`src/hw/pch_pkg.sv`:
```
// Contract
// Each controller takes eight request inputs and arbitrates them by priority.
// Each request input can be masked out of priority resolution.
// During acknowledge the controller returns the programmed vector of the top request.
// Host adds one wait state to every register read or write cycle.
// Host leaves at least 500 ns between accesses, acknowledge sequences included.
// Host runs two consecutive acknowledge cycles for each accepted interrupt.
// Host stretches each acknowledge cycle by at least one wait state.
// Host inserts three idle bus states between the two acknowledge cycles.
// A slave resolves eight inputs and sends one request to the master.
// The master resolves eight slaves into one processor request, 64 total.
// All controllers freeze their request inputs in the first acknowledge cycle.
// Master drives cascade address; host gates, latches it onto A8-A10.
// The cascade address names the slave holding the top pending request.
// Only the addressed slave drives its vector in the second acknowledge cycle.
// A third-level controller raises one slave input, which propagates upward.
// To poll, host writes the poll command then immediately reads that controller.
// Service code polls third-level controllers to find the real source.
// Keep the third level for less critical, infrequent sources.
// Host decode gives each polled controller its own chip select.
package pch_pkg;
	localparam int CLK_PERIOD_NS = 10;
	localparam int BUS_STATE_NS = 80;
	localparam int WAIT_STATES = 1;
	localparam int ACK_WAIT_STATES = 1;
	localparam int ACK_IDLE_STATES = 3;
	localparam int RD_PULSE_NS = 160;
	localparam int WR_PULSE_NS = 190;
	localparam int ACK_PULSE_NS = 160;
	localparam int ACK_GAP_NS = 160;
	localparam int ACCESS_SPACE_NS = 500;
	localparam int CNT_W = 8;
	localparam int SEL_W = 3;
	localparam int DATA_W = 8;
	localparam int CAS_W = 3;

	function automatic int pch_ceil_cyc(input int ns);
		return (ns + CLK_PERIOD_NS - 1) / CLK_PERIOD_NS;
	endfunction : pch_ceil_cyc

	function automatic int pch_max(input int a, input int b);
		return (a > b) ? a : b;
	endfunction : pch_max

	localparam int STATE_CYC = pch_ceil_cyc(BUS_STATE_NS);
	localparam int RD_CYC = pch_max(pch_ceil_cyc(RD_PULSE_NS), (1 + WAIT_STATES) * STATE_CYC);
	localparam int WR_CYC = pch_max(pch_ceil_cyc(WR_PULSE_NS), (1 + WAIT_STATES) * STATE_CYC);
	localparam int ACK_CYC = pch_max(pch_ceil_cyc(ACK_PULSE_NS),
		(1 + ACK_WAIT_STATES) * STATE_CYC);
	localparam int GAP_CYC = pch_max(pch_ceil_cyc(ACK_GAP_NS), ACK_IDLE_STATES * STATE_CYC);
	localparam int SPACE_CYC = pch_ceil_cyc(ACCESS_SPACE_NS);

	localparam logic [CNT_W-1:0] RD_LOAD = CNT_W'(RD_CYC - 1);
	localparam logic [CNT_W-1:0] WR_LOAD = CNT_W'(WR_CYC - 1);
	localparam logic [CNT_W-1:0] ACK_LOAD = CNT_W'(ACK_CYC - 1);
	localparam logic [CNT_W-1:0] GAP_LOAD = CNT_W'(GAP_CYC - 1);
	localparam logic [CNT_W-1:0] SPACE_LOAD = CNT_W'(SPACE_CYC);

	typedef enum logic [1:0] {
		PCH_READ = 2'h0,
		PCH_WRITE = 2'h1,
		PCH_POLL = 2'h2
	} pch_kind_t;

	typedef struct packed {
		pch_kind_t kind;
		logic [SEL_W-1:0] sel;
		logic a0;
		logic [DATA_W-1:0] data;
	} pch_req_t;

	typedef struct packed {
		logic [CAS_W-1:0] cas;
		logic [DATA_W-1:0] vector;
	} pch_vec_t;
endpackage : pch_pkg

```
`src/hw/pch_spacer.sv`:
```
`timescale 1ns/1ps
module pch_spacer
	import pch_pkg::*;
(
	input wire logic clk_in,
	input wire logic sys_rst_in,
	input wire logic start_in,
	output logic busy_out
);
	logic [CNT_W-1:0] cnt_reg;
	logic [CNT_W-1:0] cnt_next;

	always_comb begin
		cnt_next = cnt_reg;
		if (start_in) begin
			cnt_next = SPACE_LOAD;
		end else if (cnt_reg != '0) begin
			cnt_next = cnt_reg - CNT_W'(1);
		end
	end

	always_ff @(posedge clk_in or posedge sys_rst_in) begin
		if (sys_rst_in) begin
			cnt_reg <= '0;
		end else begin
			cnt_reg <= cnt_next;
		end
	end

	// Start is only raised outside idle, so leaving it out keeps ready free of a loop
	assign busy_out = (cnt_reg != '0);
endmodule : pch_spacer

```
`src/hw/pch_host.sv`:
```
`timescale 1ns/1ps
module pch_host
	import pch_pkg::*;
#(
	parameter int NUM_CS = 8
)
(
	input wire logic clk_in,
	input wire logic sys_rst_in,
	input wire logic req_valid_in,
	input wire pch_req_t req_in,
	output logic req_ready_out,
	output logic rsp_valid_out,
	output logic [DATA_W-1:0] rsp_data_out,
	input wire logic ack_enable_in,
	output logic vec_valid_out,
	output pch_vec_t vec_out,
	output logic ack_busy_out,
	input wire logic pic_intr_in,
	input wire logic [CAS_W-1:0] pic_cas_in,
	input wire logic [DATA_W-1:0] pic_data_in,
	output logic [DATA_W-1:0] pic_data_out,
	output logic pic_data_oe_out,
	output logic [NUM_CS-1:0] pic_cs_n_out,
	output logic pic_a0_out,
	output logic pic_rd_n_out,
	output logic pic_wr_n_out,
	output logic irq_ack_strobe_n_out,
	output logic cascade_addr_enable_out,
	output logic addr_strobe_out,
	output logic [CAS_W-1:0] cas_addr_out
);
	typedef enum logic [7:0] {
		S_IDLE = 8'h01,
		S_SETUP = 8'h02,
		S_STROBE = 8'h04,
		S_HOLD = 8'h08,
		S_POLL_GAP = 8'h10,
		S_ACK1 = 8'h20,
		S_ACK_GAP = 8'h40,
		S_ACK2 = 8'h80
	} pch_state_t;

	pch_state_t state_reg, state_next;
	pch_req_t cur_reg, cur_next;
	logic phase_reg, phase_next;
	logic [CNT_W-1:0] cnt_reg, cnt_next;
	logic [DATA_W-1:0] dout_reg, dout_next;
	logic oe_reg, oe_next;
	logic [NUM_CS-1:0] cs_n_reg, cs_n_next;
	logic a0_reg, a0_next;
	logic rd_n_reg, rd_n_next;
	logic wr_n_reg, wr_n_next;
	logic ack_n_reg, ack_n_next;
	logic cae_reg, cae_next;
	logic as_reg, as_next;
	logic [CAS_W-1:0] cas_reg, cas_next;
	logic rsp_v_reg, rsp_v_next;
	logic [DATA_W-1:0] rsp_d_reg, rsp_d_next;
	logic vec_v_reg, vec_v_next;
	pch_vec_t vec_reg, vec_next;

	logic intr_s1_reg, intr_s2_reg;
	logic [CAS_W-1:0] cas_s1_reg, cas_s2_reg;
	logic [DATA_W-1:0] din_s1_reg, din_s2_reg;

	logic space_busy;
	logic space_start;
	logic ack_go;

	function automatic logic is_read(input pch_req_t r, input logic ph);
		return (r.kind == PCH_READ) || ((r.kind == PCH_POLL) && ph);
	endfunction : is_read

	function automatic logic [NUM_CS-1:0] sel_onehot_n(input logic [SEL_W-1:0] s);
		logic [NUM_CS-1:0] v;
		v = '1;
		if (int'(s) < NUM_CS) begin
			v[s] = 1'b0;
		end
		return v;
	endfunction : sel_onehot_n

	pch_spacer u_spacer (
		.clk_in(clk_in),
		.sys_rst_in(sys_rst_in),
		.start_in(space_start),
		.busy_out(space_busy)
	);

	// Pins from the controllers are asynchronous to this clock
	always_ff @(posedge clk_in or posedge sys_rst_in) begin
		if (sys_rst_in) begin
			intr_s1_reg <= 1'b0;
			intr_s2_reg <= 1'b0;
			cas_s1_reg <= '0;
			cas_s2_reg <= '0;
			din_s1_reg <= '0;
			din_s2_reg <= '0;
		end else begin
			intr_s1_reg <= pic_intr_in;
			intr_s2_reg <= intr_s1_reg;
			cas_s1_reg <= pic_cas_in;
			cas_s2_reg <= cas_s1_reg;
			din_s1_reg <= pic_data_in;
			din_s2_reg <= din_s1_reg;
		end
	end

	// Acknowledge takes precedence over commands; spacing still applies to it
	assign ack_go = intr_s2_reg && ack_enable_in && !space_busy;
	assign req_ready_out = (state_reg == S_IDLE) && !space_busy && !ack_go;

	always_comb begin
		state_next = state_reg;
		cur_next = cur_reg;
		phase_next = phase_reg;
		cnt_next = cnt_reg;
		dout_next = dout_reg;
		oe_next = oe_reg;
		cs_n_next = cs_n_reg;
		a0_next = a0_reg;
		rd_n_next = rd_n_reg;
		wr_n_next = wr_n_reg;
		ack_n_next = ack_n_reg;
		cae_next = cae_reg;
		as_next = 1'b0;
		cas_next = cas_reg;
		rsp_v_next = 1'b0;
		rsp_d_next = rsp_d_reg;
		vec_v_next = 1'b0;
		vec_next = vec_reg;
		space_start = 1'b0;
		unique case (state_reg)
			S_IDLE: begin
				if (ack_go) begin
					ack_n_next = 1'b0;
					cae_next = 1'b1;
					cnt_next = ACK_LOAD;
					state_next = S_ACK1;
				end else if (req_valid_in && req_ready_out) begin
					cur_next = req_in;
					phase_next = 1'b0;
					cs_n_next = sel_onehot_n(req_in.sel);
					a0_next = req_in.a0;
					dout_next = req_in.data;
					oe_next = (req_in.kind != PCH_READ);
					state_next = S_SETUP;
				end
			end
			// Address and select lead the strobe by one cycle; no command delay
			S_SETUP: begin
				if (is_read(cur_reg, phase_reg)) begin
					rd_n_next = 1'b0;
					cnt_next = RD_LOAD;
				end else begin
					wr_n_next = 1'b0;
					cnt_next = WR_LOAD;
				end
				state_next = S_STROBE;
			end
			S_STROBE: begin
				if (cnt_reg == '0) begin
					rd_n_next = 1'b1;
					wr_n_next = 1'b1;
					if (is_read(cur_reg, phase_reg)) begin
						rsp_d_next = din_s2_reg;
					end
					state_next = S_HOLD;
				end else begin
					cnt_next = cnt_reg - CNT_W'(1);
				end
			end
			S_HOLD: begin
				cs_n_next = '1;
				oe_next = 1'b0;
				space_start = 1'b1;
				if ((cur_reg.kind == PCH_POLL) && !phase_reg) begin
					phase_next = 1'b1;
					state_next = S_POLL_GAP;
				end else begin
					rsp_v_next = 1'b1;
					state_next = S_IDLE;
				end
			end
			// Nothing else may reach the bus between the poll write and its read
			S_POLL_GAP: begin
				if (!space_busy) begin
					cs_n_next = sel_onehot_n(cur_reg.sel);
					state_next = S_SETUP;
				end
			end
			S_ACK1: begin
				if (cnt_reg == '0) begin
					ack_n_next = 1'b1;
					as_next = 1'b1;
					cas_next = cas_s2_reg;
					cnt_next = GAP_LOAD;
					state_next = S_ACK_GAP;
				end else begin
					cnt_next = cnt_reg - CNT_W'(1);
				end
			end
			S_ACK_GAP: begin
				if (cnt_reg == '0) begin
					ack_n_next = 1'b0;
					cnt_next = ACK_LOAD;
					state_next = S_ACK2;
				end else begin
					cnt_next = cnt_reg - CNT_W'(1);
				end
			end
			S_ACK2: begin
				if (cnt_reg == '0) begin
					ack_n_next = 1'b1;
					cae_next = 1'b0;
					vec_next.vector = din_s2_reg;
					vec_next.cas = cas_reg;
					vec_v_next = 1'b1;
					space_start = 1'b1;
					state_next = S_IDLE;
				end else begin
					cnt_next = cnt_reg - CNT_W'(1);
				end
			end
			default: begin
				state_next = S_IDLE;
			end
		endcase
	end

	always_ff @(posedge clk_in or posedge sys_rst_in) begin
		if (sys_rst_in) begin
			state_reg <= S_IDLE;
			cur_reg <= '0;
			phase_reg <= 1'b0;
			cnt_reg <= '0;
			dout_reg <= '0;
			oe_reg <= 1'b0;
			cs_n_reg <= '1;
			a0_reg <= 1'b0;
			rd_n_reg <= 1'b1;
			wr_n_reg <= 1'b1;
			ack_n_reg <= 1'b1;
			cae_reg <= 1'b0;
			as_reg <= 1'b0;
			cas_reg <= '0;
			rsp_v_reg <= 1'b0;
			rsp_d_reg <= '0;
			vec_v_reg <= 1'b0;
			vec_reg <= '0;
		end else begin
			state_reg <= state_next;
			cur_reg <= cur_next;
			phase_reg <= phase_next;
			cnt_reg <= cnt_next;
			dout_reg <= dout_next;
			oe_reg <= oe_next;
			cs_n_reg <= cs_n_next;
			a0_reg <= a0_next;
			rd_n_reg <= rd_n_next;
			wr_n_reg <= wr_n_next;
			ack_n_reg <= ack_n_next;
			cae_reg <= cae_next;
			as_reg <= as_next;
			cas_reg <= cas_next;
			rsp_v_reg <= rsp_v_next;
			rsp_d_reg <= rsp_d_next;
			vec_v_reg <= vec_v_next;
			vec_reg <= vec_next;
		end
	end

	assign rsp_valid_out = rsp_v_reg;
	assign rsp_data_out = rsp_d_reg;
	assign vec_valid_out = vec_v_reg;
	assign vec_out = vec_reg;
	assign ack_busy_out = (state_reg == S_ACK1) || (state_reg == S_ACK_GAP) ||
		(state_reg == S_ACK2);
	assign pic_data_out = dout_reg;
	assign pic_data_oe_out = oe_reg;
	assign pic_cs_n_out = cs_n_reg;
	assign pic_a0_out = a0_reg;
	assign pic_rd_n_out = rd_n_reg;
	assign pic_wr_n_out = wr_n_reg;
	assign irq_ack_strobe_n_out = ack_n_reg;
	assign cascade_addr_enable_out = cae_reg;
	assign addr_strobe_out = as_reg;
	// Latched cascade address held until the next acknowledge replaces it
	assign cas_addr_out = cas_reg;
endmodule : pch_host

```
`config.mk`:
```
export PLATFORM = sky130hd
export DESIGN_NAME = pch_host
export DESIGN_NICKNAME = d
export VERILOG_FILES = /design/src/hw/pch_pkg.sv /design/src/hw/pch_spacer.sv /design/src/hw/pch_host.sv
export SDC_FILE = /design/constraint.sdc
export NUM_CORES = 1
export LEC_CHECK = 0
export ABC_AREA = 1
export BUFFER_PORTS_ARGS = -buffer_cell sky130_fd_sc_hd__buf_2
export CORE_MARGIN = 2
export CORE_UTILIZATION = 51
export DETAILED_ROUTE_END_ITERATION = 6
export GPL_TIMING_DRIVEN = 0
export PLACE_DENSITY = 0.83
export SLEW_MARGIN = 20
export SYNTH_ARGS = -nofsm -noshare
export SYNTH_HDL_FRONTEND = slang
export SYNTH_SLANG_ARGS = --single-unit
```
`constraint.sdc`:
```
create_clock -name clk_in -period 2.81 [get_ports clk_in]
set_input_delay 0.4215 -clock clk_in [delete_from_list [all_inputs] [get_ports clk_in]]
set_output_delay 0.4215 -clock clk_in [all_outputs]
set_load 0.01 [all_outputs]
```
==> impl_metrics.env <==
export IMPL_outcome="finished, final reports clean"
export IMPL_setup_viol=0
export IMPL_yosys_top_cell_area_share_pct=46.84
export IMPL_share_of_layout_cells_above_drive_strength_1_pct=23.76
export IMPL_core_region_area_um2=9153
export IMPL_final_wtd_congestion=0.8644
export IMPL_synth_largest_area_cell="sky130_fd_sc_hd__dfrtp_1"
export IMPL_initial_core_util_pct=51.95
export IMPL_timing_reg2reg_worst_path_depth=7
export IMPL_setup_total_negative_slack_ns=0
export IMPL_cts_root_buf="sky130_fd_sc_hd__clkbuf_8"
export IMPL_timing_final_crit_share_pct=85.32
export IMPL_yosys_top_cells_count="141 x sky130_fd_sc_hd__nand2_1, 89 x sky130_fd_sc_hd__dfrtp_1, 78 x sky130_fd_sc_hd__nor2_1"
export IMPL_grt_start_max_net_pins=38
export IMPL_finClkSkew_ns=0.01492
export IMPL_ys_dominant_reg_cell="sky130_fd_sc_hd__dfrtp_1"
export IMPL_synth_edf_count=0
export IMPL_r2r_end="rsp_data_out[6]"
export IMPL_ios=79
export IMPL_worst_r2r_startpoint="cnt_reg[0]"
export IMPL_initialDrtViolationCount=254
export IMPL_netlist_cell_type_count=37
export IMPL_worstSetupStartpoint="state_reg[0]"
export IMPL_cp_end_kind="output pin"
export IMPL_post_route_drc_count=0
export IMPL_level_count_of_the_clock_h_tree=3
export IMPL_pwr_density_cell_nw_per_um2=889.5
export IMPL_final_net_count=693
export IMPL_finalWirelength_mm=10.49
export IMPL_cts_buffers_inserted=9
export IMPL_crit_path_launch_type="register"
export IMPL_cts_tree="built"
export IMPL_diodes=0
export IMPL_place_detailed_hpwl_mm=7.803
export IMPL_timing_fmax_mhz=417.1
export IMPL_average_cell_area_after_synthesis_um2=8.385
export IMPL_port_buffers=78
export IMPL_placement_rows=35
export IMPL_cts_repair_resized=0
export IMPL_final_slew_viol_count=0
export IMPL_groute_usage_overall_pct=22.66
export IMPL_synth_sequential_area_ratio_pct=53.47
export IMPL_drt_pass1_iterations=7
export IMPL_critical_path_class="reg -> out"
export IMPL_worst_endpoint_required_ns=2.39
export IMPL_yosys_top_cells_area="sky130_fd_sc_hd__dfrtp_1 47%, sky130_fd_sc_hd__nand2_1 11%, sky130_fd_sc_hd__dfstp_2 6.6%, sky130_fd_sc_hd__nor2_1 6.2%, sky130_fd_sc_hd__inv_1 5.1%"
export IMPL_die_width_um=100.6
export IMPL_min_path_type="in -> reg"
export IMPL_total_number_of_vias=3980
export IMPL_maxSlewHeadroom_pct=71.20
export IMPL_worst_slew_pin_slew_ns=0.4281
export IMPL_ant_nets=0
export IMPL_crit_arrival_ns=1.98
export IMPL_p_leak_nw=2.986
export IMPL_clockBufferDepth=2
export IMPL_antenna_found_initial=0
export IMPL_max_cap_viol_count=0
export IMPL_grt_pass1_wl_mm=18.21
export IMPL_asyncSetResetFlopFracSynth_pct=100.0
export IMPL_period_minus_slack_ns=2.398
export IMPL_die_height_um=100.6
export IMPL_cts_sink_count=101
export IMPL_reg2reg_slack_ns=0.86
export IMPL_vias_per_cell=5.129
export IMPL_clk_latency_ns=0.38
export IMPL_hold_buffers=1
export IMPL_timing_critical_path_fanout_max=7
export IMPL_setup_repair_after_global_routing_missed_its_margin="false"
export IMPL_globalRoute_totalOverflow=0
export IMPL_ys_warn_count=0
export IMPL_cts_clk_slew_worst_paths_ns=0.12
export IMPL_synth_seq_cells=101
export IMPL_grt_pass1_vias=3961
export IMPL_crit_end="req_ready_out"
export IMPL_layout_area_overhead_vs_synth_pct=17.37
export IMPL_post_synth_inst_count=567
export IMPL_post_synthesis_cell_area_um2=4755
export IMPL_synthMostInstantiatedCell="sky130_fd_sc_hd__nand2_1"
export IMPL_largest_reg_flops=11
export IMPL_die_area_um2=10110
export IMPL_route_detailed_wl_per_inst_um=13.52
export IMPL_hold_worst_slack_ns=0.1304
export IMPL_synth_net_count=600
export IMPL_ir_drop_mv=0.5816
export IMPL_buffer_count_from_post_cts_setup_fixing=0
export IMPL_finalHoldViolations=0
## through the flow
step / power (mW) / utilization, % / instance area [um2] / cells / setup WS (ns)
5_1_grt: 5.316 / 60.97 / 5580 / 776 / 0.3189
2_1_floorplan: 3.446 / - / 4758 / 567 / 1.118
3_5_place_dp: 3.973 / 58.43 / 5348 / 759 / 0.8606
6_report: 4.964 / 60.97 / 5580 / 776 / 0.4125
4_1_cts: 4.979 / 60.97 / 5580 / 776 / 0.4237
3_3_place_gp: 3.874 / 57.77 / 5288 / 756 / 0.5823
## worst min-delay path by stage
stage	from	endpoint	slack [ns]	cells past startpoint
global placement	din_s1_reg[5]	din_s2_reg[5]	0.33	0
global route	pic_data_in[0]	din_s1_reg[0]	0.11	1
CTS	pic_data_in[4]	din_s1_reg[4]	0.12	1
detailed placement	intr_s1_reg	intr_s2_reg	0.33	0
finish	pic_data_in[4]	din_s1_reg[4]	0.13	1
floorplan	cas_s1_reg[0]	cas_s2_reg[0]	0.33	0
## cell usage in the layout, fill, tap and decap left out, types with 7 or more instances in the layout
cell	count
sky130_fd_sc_hd__inv_1	64
sky130_fd_sc_hd__nand3_1	41
sky130_fd_sc_hd__o21ai_0	28
sky130_fd_sc_hd__dfrtp_1	89
sky130_fd_sc_hd__clkbuf_8	9
sky130_fd_sc_hd__nand2_4	7
sky130_fd_sc_hd__dfstp_2	12
sky130_fd_sc_hd__nand2_1	141
sky130_fd_sc_hd__nor2_1	78
sky130_fd_sc_hd__nand2_2	8
sky130_fd_sc_hd__a21oi_1	22
sky130_fd_sc_hd__buf_2	81
sky130_fd_sc_hd__o21ai_1	8
sky130_fd_sc_hd__nor2_2	8
sky130_fd_sc_hd__nand4_1	9
## final cells by class
type / count / area (um2)
Buffer: 9 / 53.80
Clock buffer: 9 / 123.9
Clock inverter: 7 / 98.84
Fill cell: 746 / 3572
Inverter: 72 / 279.0
Multi-Input combinational cell: 385 / 1883
Sequential cell: 101 / 2542
Tap cell: 111 / 138.9
Timing Repair Buffer: 82 / 460.4
## power breakdown
part,leakage [nW],internal [mW],switching (mW)
combinational,1.64,0.665,1.21
sequential,1.24,1.85,0.236
clock,0.111,0.379,0.620
## layer usage
metal,vias to the layer above,part of all wire [%],GRT usage (%)
li1,1974,-,-
met1,1886,43,29.41
met2,111,50,38.98
met3,9,5.6,5.132
met4,0,0.78,5.269
met5,-,0,0
## cell families (layout without fill, tap and decap cells)
| kind of cell | count (synthesis) | in the layout | synth area share, % |
|---|---|---|---|
| simple gates | 310 | 310 | 30.40 |
| buf+inv | 81 | 179 | 6.921 |
| flops | 101 | 101 | 53.47 |
| fa+ha+maj | 3 | 3 | 0.7896 |
| compound gates | 69 | 69 | 7.869 |
| xor+xnor | 3 | 3 | 0.5527 |
## critical path, stage by stage, from the launching register on
cell,delay [ns]
sky130_fd_sc_hd__dfstp_2,0.56
sky130_fd_sc_hd__inv_1,0.06
sky130_fd_sc_hd__nor2_1,0.08
sky130_fd_sc_hd__nand2_1,0.13
sky130_fd_sc_hd__nor2_8,0.18
sky130_fd_sc_hd__nand2_1,0.19
sky130_fd_sc_hd__inv_1,0.11
sky130_fd_sc_hd__nand2_1,0.08
sky130_fd_sc_hd__inv_1,0.08
sky130_fd_sc_hd__buf_2,0.13
(Power assumes the default switching activity.)
